<file path="config.mk">
export PLATFORM = sky130hd
export DESIGN_NAME = arg_ramp
export DESIGN_NICKNAME = d
export VERILOG_FILES = /design/src/verilog/arg_pkg.sv /design/src/verilog/arg_ramp.sv
export SDC_FILE = /design/constraint.sdc
export NUM_CORES = 2
export LEC_CHECK = 0
export ABC_AREA = 1
export ABC_CLOCK_PERIOD_IN_PS = 82400
export BUFFER_PORTS_ARGS = -buffer_cell sky130_fd_sc_hd__buf_2
export CORE_ASPECT_RATIO = 0.7
export CORE_MARGIN = 2
export CORE_UTILIZATION = 66
export CTS_CLUSTER_SIZE = 30
export DETAILED_ROUTE_END_ITERATION = 8
export PLACE_DENSITY = 0.83
export SLEW_MARGIN = 0
export SYNTH_ARGS = -nofsm -noshare
export SYNTH_HDL_FRONTEND = slang
export SYNTH_SLANG_ARGS = --single-unit
</file>
<file path="constraint.sdc">
create_clock -name clk -period 82.4 [get_ports clk]
set_clock_uncertainty 0.1 [all_clocks]
set_input_delay 20.6 -clock clk [delete_from_list [all_inputs] [get_ports clk]]
set_output_delay 20.6 -clock clk [all_outputs]
set_load 0.005 [all_outputs]
</file>
<file path="src/verilog/arg_pkg.sv">
package arg_pkg;
  // value and bus widths
  localparam int LW = 18;
  localparam int DW = 16;
  localparam int AW = 4;
  localparam int OW = 15;

  // register offsets, one word each
  localparam logic [AW-1:0] ADDR_LEVEL1 = 4'h0;
  localparam logic [AW-1:0] ADDR_LEVEL2 = 4'h1;
  localparam logic [AW-1:0] ADDR_CEILING = 4'h2;
  localparam logic [AW-1:0] ADDR_SS_OFF = 4'h3;
  localparam logic [AW-1:0] ADDR_RATE = 4'h4;
  localparam logic [AW-1:0] ADDR_GAIN = 4'h5;
  localparam logic [AW-1:0] ADDR_OFFSET = 4'h6;
  localparam logic [AW-1:0] ADDR_DECIMALS = 4'h7;
  localparam logic [AW-1:0] ADDR_CUR_LEVEL = 4'h8;
  localparam logic [AW-1:0] ADDR_SCALED = 4'h9;
  localparam logic [AW-1:0] ADDR_STATE = 4'ha;

  // parameter ranges
  localparam logic signed [LW-1:0] LEVEL_MIN = -18'sd10000;
  localparam logic signed [LW-1:0] LEVEL_MAX = 18'sd20000;
  localparam logic signed [LW-1:0] SS_MIN = 18'sd0;
  localparam logic signed [LW-1:0] SS_MAX = 18'sd20000;
  localparam logic signed [LW-1:0] RATE_MIN = 18'sd1;
  localparam logic signed [LW-1:0] RATE_MAX = 18'sd10000;
  localparam logic signed [LW-1:0] GAIN_MIN = 18'sd0;
  localparam logic signed [LW-1:0] GAIN_MAX = 18'sd1000;
  localparam logic signed [LW-1:0] OFFS_MIN = -18'sd10000;
  localparam logic signed [LW-1:0] OFFS_MAX = 18'sd10000;
  localparam logic signed [LW-1:0] DEC_MIN = 18'sd0;
  localparam logic signed [LW-1:0] DEC_MAX = 18'sd3;

  // reset values
  localparam logic signed [LW-1:0] RST_LEVEL = 18'sd0;
  localparam logic signed [LW-1:0] RST_CEILING = 18'sd20000;
  localparam logic signed [LW-1:0] RST_SS = 18'sd0;
  localparam logic signed [LW-1:0] RST_RATE = 18'sd1;
  localparam logic signed [LW-1:0] RST_GAIN = 18'sd100;
  localparam logic signed [LW-1:0] RST_OFFSET = 18'sd0;
  localparam logic signed [LW-1:0] RST_DEC = 18'sd0;

  // arithmetic constants
  localparam logic [LW-1:0] STEPS_PER_TICK_DIV = 18'd10;
  localparam logic [OW-1:0] OUT_MAX = 15'h7fff;
  localparam logic [7:0] GAIN_SCALE = 8'd100;

  // timing
  localparam int CLK_MHZ = 125;
  localparam int TICK_MS = 100;
  localparam int TICK_CYCLES = TICK_MS * 1000 * CLK_MHZ;
  localparam int TW = 24;

  // ramp sequencer states, gray along the usual path from idle up to locked
  typedef enum logic [2:0] {
    ARG_IDLE = 3'h0,
    ARG_START_HOLD = 3'h1,
    ARG_RAMP = 3'h3,
    ARG_STOP_RAMP = 3'h2,
    ARG_STOP_HOLD = 3'h6,
    ARG_LOCKED = 3'h7
  } arg_state_e;
endpackage

</file>
<file path="src/verilog/arg_ramp.sv">
`timescale 1ns/100ps
// Summary of operation
// - enable rise drives start/stop level 100 ms, then ramps to target
// - enable fall sets level to offset at once, output becomes zero
// - level_choice low picks target one, high picks target two
// - level_choice change ramps from present level to the new target
// - ramp_down_cmd rise ramps level steadily, up or down, to the start/stop level
// - stop holds start/stop level 100 ms, then level drops to offset
// - both target levels accepted as signed -10000 to 20000
// - current level never exceeds level_ceiling, itself -10000 to 20000
// - start/stop level is offset plus start_stop_offset, 0 to 20000
// - level moves at programmed rate in steps per second, 1 to 10000
// - gain 0 to 10.00 in hundredths, offset -10000 to 10000
// - scaled out is (level minus offset) over gain, kept 0 to 32767
// - decimal_places setting stored as 0, 1, 2 or 3
// - level is updated once every 100 ms by the rate-limited step
// - after a stop, restarts ignored until ramp_down_cmd and enable low
module arg_ramp #(
  parameter int TICK_LEN = arg_pkg::TICK_CYCLES
) (
  // clock and reset
  input wire logic clk,
  input wire logic rst,
  // control inputs, asynchronous to clk
  input wire logic enable,
  input wire logic level_choice,
  input wire logic ramp_down_cmd,
  // register port
  input wire logic [arg_pkg::AW-1:0] reg_addr,
  input wire logic [arg_pkg::DW-1:0] reg_wdata,
  input wire logic reg_wr,
  input wire logic reg_rd,
  output logic [arg_pkg::DW-1:0] reg_rdata,
  // results
  output logic signed [arg_pkg::LW-1:0] current_level,
  output logic [arg_pkg::OW-1:0] scaled_analog_out
);
  import arg_pkg::*;

  function automatic logic signed [LW-1:0] clampv(
    input logic signed [LW-1:0] v,
    input logic signed [LW-1:0] lo,
    input logic signed [LW-1:0] hi
  );
    clampv = (v < lo) ? lo : ((v > hi) ? hi : v);
  endfunction

  // one rate-limited move of cur toward tgt
  function automatic logic signed [LW-1:0] toward(
    input logic signed [LW-1:0] cur,
    input logic signed [LW-1:0] tgt,
    input logic signed [LW-1:0] stp
  );
    if (cur < tgt) begin
      toward = (tgt - cur <= stp) ? tgt : cur + stp;
    end else begin
      toward = (cur - tgt <= stp) ? tgt : cur - stp;
    end
  endfunction

  // two-flop synchronisers, then one more stage for edges
  logic [2:0] sync1_reg;
  logic [2:0] sync2_reg;
  logic [2:0] prev_reg;
  always_ff @(posedge clk) begin
    if (rst) begin
      sync1_reg <= 3'h0;
      sync2_reg <= 3'h0;
      prev_reg <= 3'h0;
    end else begin
      sync1_reg <= {ramp_down_cmd, level_choice, enable};
      sync2_reg <= sync1_reg;
      prev_reg <= sync2_reg;
    end
  end

  logic en_s;
  logic sel_s;
  logic stop_s;
  logic en_rise;
  logic en_fall;
  logic stop_rise;
  assign en_s = sync2_reg[0];
  assign sel_s = sync2_reg[1];
  assign stop_s = sync2_reg[2];
  assign en_rise = en_s & ~prev_reg[0];
  assign en_fall = ~en_s & prev_reg[0];
  assign stop_rise = stop_s & ~prev_reg[2];

  // configuration registers
  logic signed [LW-1:0] level1_reg, level1_next;
  logic signed [LW-1:0] level2_reg, level2_next;
  logic signed [LW-1:0] ceiling_reg, ceiling_next;
  logic signed [LW-1:0] ss_reg, ss_next;
  logic signed [LW-1:0] rate_reg, rate_next;
  logic signed [LW-1:0] gain_reg, gain_next;
  logic signed [LW-1:0] offset_reg, offset_next;
  logic signed [LW-1:0] dec_reg, dec_next;
  logic signed [LW-1:0] wval;
  assign wval = {{(LW-DW){reg_wdata[DW-1]}}, reg_wdata};

  // writes are clamped into range, never refused
  always_comb begin
    level1_next = level1_reg;
    level2_next = level2_reg;
    ceiling_next = ceiling_reg;
    ss_next = ss_reg;
    rate_next = rate_reg;
    gain_next = gain_reg;
    offset_next = offset_reg;
    dec_next = dec_reg;
    if (reg_wr) begin
      case (reg_addr)
        ADDR_LEVEL1: level1_next = clampv(wval, LEVEL_MIN, LEVEL_MAX);
        ADDR_LEVEL2: level2_next = clampv(wval, LEVEL_MIN, LEVEL_MAX);
        ADDR_CEILING: ceiling_next = clampv(wval, LEVEL_MIN, LEVEL_MAX);
        ADDR_SS_OFF: ss_next = clampv(wval, SS_MIN, SS_MAX);
        ADDR_RATE: rate_next = clampv(wval, RATE_MIN, RATE_MAX);
        ADDR_GAIN: gain_next = clampv(wval, GAIN_MIN, GAIN_MAX);
        ADDR_OFFSET: offset_next = clampv(wval, OFFS_MIN, OFFS_MAX);
        ADDR_DECIMALS: dec_next = clampv(wval, DEC_MIN, DEC_MAX);
        default: ;
      endcase
    end
  end

  always_ff @(posedge clk) begin
    if (rst) begin
      level1_reg <= RST_LEVEL;
      level2_reg <= RST_LEVEL;
      ceiling_reg <= RST_CEILING;
      ss_reg <= RST_SS;
      rate_reg <= RST_RATE;
      gain_reg <= RST_GAIN;
      offset_reg <= RST_OFFSET;
      dec_reg <= RST_DEC;
    end else begin
      level1_reg <= level1_next;
      level2_reg <= level2_next;
      ceiling_reg <= ceiling_next;
      ss_reg <= ss_next;
      rate_reg <= rate_next;
      gain_reg <= gain_next;
      offset_reg <= offset_next;
      dec_reg <= dec_next;
    end
  end

  // derived levels
  logic signed [LW-1:0] ss_level;
  logic signed [LW-1:0] target;
  assign ss_level = offset_reg + ss_reg;
  assign target = sel_s ? level2_reg : level1_reg;

  // sequencer, level, prescaler and step remainder
  arg_state_e state_reg, state_next;
  logic signed [LW-1:0] level_reg, level_next;
  logic [TW-1:0] tick_cnt_reg, tick_cnt_next;
  logic [LW-1:0] rem_reg, rem_next;
  logic tick;
  logic [LW-1:0] tot;
  logic signed [LW-1:0] step;
  logic signed [LW-1:0] lvl;

  // restarting the prescaler on each hold makes holds a full 100 ms
  assign tick = (tick_cnt_reg == TW'(TICK_LEN - 1));
  // fractional steps carried so slow rates still move
  assign tot = rem_reg + rate_reg;
  assign step = LW'(tot / STEPS_PER_TICK_DIV);

  always_comb begin
    state_next = state_reg;
    lvl = level_reg;
    rem_next = rem_reg;
    tick_cnt_next = tick ? '0 : tick_cnt_reg + 1'b1;
    case (state_reg)
      ARG_IDLE: begin
        lvl = offset_reg;
        if (en_rise) begin
          state_next = ARG_START_HOLD;
          lvl = ss_level;
          tick_cnt_next = '0;
        end
      end
      ARG_START_HOLD: begin
        lvl = ss_level;
        if (stop_rise) begin
          state_next = ARG_STOP_RAMP;
        end else if (tick) begin
          state_next = ARG_RAMP;
          rem_next = '0;
        end
      end
      ARG_RAMP: begin
        if (stop_rise) begin
          state_next = ARG_STOP_RAMP;
        end else if (tick) begin
          lvl = toward(level_reg, target, step);
          rem_next = LW'(tot % STEPS_PER_TICK_DIV);
        end
      end
      ARG_STOP_RAMP: begin
        if (level_reg == ss_level) begin
          state_next = ARG_STOP_HOLD;
          tick_cnt_next = '0;
        end else if (tick) begin
          lvl = toward(level_reg, ss_level, step);
          rem_next = LW'(tot % STEPS_PER_TICK_DIV);
        end
      end
      ARG_STOP_HOLD: begin
        lvl = ss_level;
        if (tick) begin
          state_next = ARG_LOCKED;
          lvl = offset_reg;
        end
      end
      ARG_LOCKED: begin
        lvl = offset_reg;
        if (!en_s && !stop_s) begin
          state_next = ARG_IDLE;
        end
      end
      default: begin
        state_next = ARG_IDLE;
        lvl = offset_reg;
      end
    endcase
    // enable fall overrides all, a pending stop keeps the lock
    if (en_fall) begin
      lvl = offset_reg;
      if (state_reg == ARG_STOP_RAMP || state_reg == ARG_STOP_HOLD ||
          state_reg == ARG_LOCKED || stop_s) begin
        state_next = ARG_LOCKED;
      end else begin
        state_next = ARG_IDLE;
      end
    end
    // ceiling wins even over the start/stop level
    level_next = (lvl > ceiling_reg) ? ceiling_reg : lvl;
  end

  always_ff @(posedge clk) begin
    if (rst) begin
      state_reg <= ARG_IDLE;
      level_reg <= RST_OFFSET;
      tick_cnt_reg <= '0;
      rem_reg <= '0;
    end else begin
      state_reg <= state_next;
      level_reg <= level_next;
      tick_cnt_reg <= tick_cnt_next;
      rem_reg <= rem_next;
    end
  end

  // scaled output; gain in hundredths, zero gain saturates
  logic signed [LW:0] diff;
  logic [LW+7:0] num;
  logic [LW+7:0] quo;
  logic [OW-1:0] scaled_next;
  logic [OW-1:0] scaled_reg;
  assign diff = {level_reg[LW-1], level_reg} - {offset_reg[LW-1], offset_reg};

  always_comb begin
    num = (LW+8)'(diff[LW-1:0]) * (LW+8)'(GAIN_SCALE);
    quo = '0;
    if (diff <= 0) begin
      scaled_next = '0;
    end else if (gain_reg == 0) begin
      scaled_next = OUT_MAX;
    end else begin
      quo = num / (LW+8)'(gain_reg[LW-1:0]);
      scaled_next = (quo > (LW+8)'(OUT_MAX)) ? OUT_MAX : quo[OW-1:0];
    end
  end

  always_ff @(posedge clk) begin
    if (rst) begin
      scaled_reg <= '0;
    end else begin
      scaled_reg <= scaled_next;
    end
  end

  assign scaled_analog_out = scaled_reg;
  assign current_level = level_reg;

  // read data one cycle after the strobe, zero otherwise
  logic [DW-1:0] rdata_next;
  logic [DW-1:0] rdata_reg;
  always_comb begin
    rdata_next = '0;
    if (reg_rd) begin
      case (reg_addr)
        ADDR_LEVEL1: rdata_next = level1_reg[DW-1:0];
        ADDR_LEVEL2: rdata_next = level2_reg[DW-1:0];
        ADDR_CEILING: rdata_next = ceiling_reg[DW-1:0];
        ADDR_SS_OFF: rdata_next = ss_reg[DW-1:0];
        ADDR_RATE: rdata_next = rate_reg[DW-1:0];
        ADDR_GAIN: rdata_next = gain_reg[DW-1:0];
        ADDR_OFFSET: rdata_next = offset_reg[DW-1:0];
        ADDR_DECIMALS: rdata_next = dec_reg[DW-1:0];
        ADDR_CUR_LEVEL: rdata_next = level_reg[DW-1:0];
        ADDR_SCALED: rdata_next = {1'b0, scaled_reg};
        ADDR_STATE: rdata_next = {13'h0000, state_reg};
        default: rdata_next = '0;
      endcase
    end
  end

  always_ff @(posedge clk) begin
    if (rst) begin
      rdata_reg <= '0;
    end else begin
      rdata_reg <= rdata_next;
    end
  end

  assign reg_rdata = rdata_reg;
endmodule

</file>
==> flow_summary.yaml <==
run_status:
  status: "complete, but fails checks"
  violations: "DRC, capacitance limit, slew limit"
synthesis:
  syn_inst: 6227
  ys_ff_latch: 228
  ys_top_cells_by_area: "ha_1 19%, nand2_1 12%, dfxtp_1 12%"
  unique_masters_post_synth: 75
  yosys.cell_count.top_type: "nand2_1"
  synth_top_area_share_pct: 18.7
  yosysSeqAreaShare_pct: 11.7
  mappedNetlistArea_sq_mm: 0.0390
  cell_type_contributing_the_most_total_cell_area_after_synthesis: "ha_1"
  ys.warnings.count: 0
  synth_nets: 6857
  synthTopCellsByCount: "1255 x nand2_1, 967 x inv_1, 622 x a21oi_1, 582 x ha_1, 458 x o21ai_0"
  synthArstFlopShare_pct: 0
  synth_enable_flop_cells: 0
  synthFlopType: "dfxtp_1"
  syn_avg_cell_area_sq_um: 6.27
run:
  timing.max_cap.violations: 1
clocking:
  path_clk_slew_ns: 0.09
  cts_root_buffer: "clkbuf_16"
  max-clock-path-buffers: 3
  tritoncts.num_buffers: 24
  cts_hold_repair.buffers: 0
  clk-insertion-delay-late_ns: 0.59
  cts-htree-levels: 1
  cts_num_sinks: 228
  cts_tree: "built"
floorplanning:
  initial_core_util_pct: 66.8
  design.core.area_sq_mm: 0.0584
  dieHeight_microns: 207
  placement_rows: 74
  die_w_microns: 295
  die_area_sq_mm: 0.0611
  design.portCount: 76
grt:
  grtUsageMet3_pct: 23.9
  grt_start_max_net_pins: 92
  met1_usage_pct: 67.9
  grt_most_used_layer: "met1"
  grt_overflow: 0
  grtUsageTotal_pct: 46.4
  vias_in_the_first_global_route: 38741
  met2_usage_pct: 58.6
  global_route_wire_length_before_repair_mm: 222
  grt_antenna_before_repair: 6
hold_path:
  hp-start: "sync1_reg[1]"
  min_path_type: "flop to flop"
  hold_end: "sync2_reg[1]"
  holdPathStages: 2
worst_setup_path:
  critical-path-max-stage-delay_ns: 0.58
  timing.critical_path.mode_cell: "nand2_1"
  data_required_time_of_the_critical_path_ns: 82.76
  arrival_ns: 75.17
  worstSetupEndpointType: "flop"
  reg2reg_depth: 435
  crit-reg2reg-capture: "scaled_analog_out[0]"
  reg2reg_from: "current_level[1]"
  cp-start-kind: "flop"
  path_class: "flop to flop"
  cpMaxStageDelayCell: "inv_1"
  regToRegSetupSlack_ns: 7.58
  critical_path_peak_fanout: 36
place:
  place.port_buffers: 75
  dp_cells: 6992
  dpl_worst_slack_ns: 8.95
  placed_area_sq_mm: 0.0401
  dp_hpwl_mm: 120
  gp_congestion: 1.14
detailed_routing:
  drt_wl_total_mm: 148
  via_per_inst: 6.26
  avgRoutedWirePerCell_microns: 21.0
  antenna_left: 0
  detail_route.iter0.violations: 6609
  remaining_drc_errors: 30
  dr_total_vias: 44118
  first_pass_iters: 9
sta:
  layout_worst_path_cycle_share_pct: 90.8
  layout_setup_ws_ns: 7.58
  fmax_ghz: 0.0134
  timing.final.hold_violations: 0
  final.setup.tns_ns: 0
  finalSetupViolCount: 0
  minimum_clock_period_after_layout_ns: 74.82
  worst_slew_pin_slew_ns: 1.66
  grt_setup_unrepaired: "false"
  slew_headroom_pct: -12.1
  pins_over_slew_limit: 3
finish:
  design.final.nets: 6850
  largest_register_ff_count: 24
  post-route-cell-area_sq_mm: 0.0410
  ratio_of_cells_with_drive_above_1_in_the_final_layout_pct: 6.00
  layout.cells.non_filler: 7045
  area_delta_synth_final_pct: 5.12
==> placed cells by master (no fill, tap or decap), types with 43 or more instances in the layout <==
cell type | synthesis | routed
xor2_1 | 250 | 250
o211ai_1 | 43 | 43
buf_4 | 0 | 46
o22ai_1 | 47 | 47
nand2_1 | 1255 | 1255
xnor2_1 | 115 | 115
inv_1 | 967 | 966
nand3_1 | 304 | 304
buf_2 | 4 | 74
a21oi_1 | 622 | 621
nor2_1 | 410 | 410
dfxtp_1 | 228 | 228
o21ai_0 | 458 | 458
o21bai_1 | 48 | 48
nor3_1 | 84 | 83
ha_1 | 582 | 582
nand4_1 | 89 | 89
==> worst max-delay path, delay by kind of cell (launching register included) <==
| kind | cells | cell delay (ns) |
|---|---|---|
| fa+ha+maj | 30 | 10.22 |
| compound gates | 180 | 34.84 |
| simple gates | 155 | 19.81 |
| xor+xnor | 1 | 0.49 |
| buf+inv | 69 | 8.46 |
| flops | 1 | 0.51 |
==> kinds of logic (layout without fill, tap and decap cells) <==
family | count (synthesis) | count (layout) | share of synthesized area (%)
compound gates | 1495 | 1495 | 21.8
flops | 228 | 228 | 11.7
fa+ha+maj | 603 | 603 | 19.7
xor+xnor | 365 | 365 | 8.19
other cells | 0 | 10 | 0
buf+inv | 1170 | 1180 | 11.6
simple gates | 2365 | 2365 | 27.0
mux | 1 | 1 | 0.0256
==> worst max-delay path by stage <==
stage                     cells after the start        startpoint                    to
final                                       435  current_level[1]  scaled_analog_out[0]
after CTS                                   436  current_level[1]  scaled_analog_out[0]
after floorplan                             463  current_level[1]  scaled_analog_out[0]
after global placement                      434  current_level[1]  scaled_analog_out[0]
after global routing                        443  current_level[1]  scaled_analog_out[0]
after detailed placement                    436  current_level[1]  scaled_analog_out[0]
==> final cells by class <==
type | count | area [sq um]
Tap cell | 798 | 998
Multi-Input combinational cell | 4829 | 30000
Clock inverter | 17 | 282
Sequential cell | 228 | 4560
Clock buffer | 26 | 628
Antenna cell | 10 | 25.0
Fill cell | 5147 | 17400
Timing Repair Buffer | 120 | 716
Inverter | 1017 | 3830
==> timing repair <==
action                                  CTS  global route
gates resized for setup                   0             5
endpoints found under the setup margin    0             1
buffers inserted                          0             0
==> through the flow <==
step                utilization, %  hold WS, ns
floorplan                        -        0.288
global route                  70.2        0.319
detailed placement            68.6        0.294
CTS                           70.2        0.302
global placement              68.6        0.290
finish                        70.2        0.307
==> routing by layer <==
metal	part of all wire (%)	up-vias
li1	-	20780
met1	43	19814
met2	35	3155
met3	20	359
met4	2.6	10
met5	0.27	-
Power is left out: the tool's default activity adds up to more than one toggle a clock period on the data nets, which glitch-free logic cannot reach.
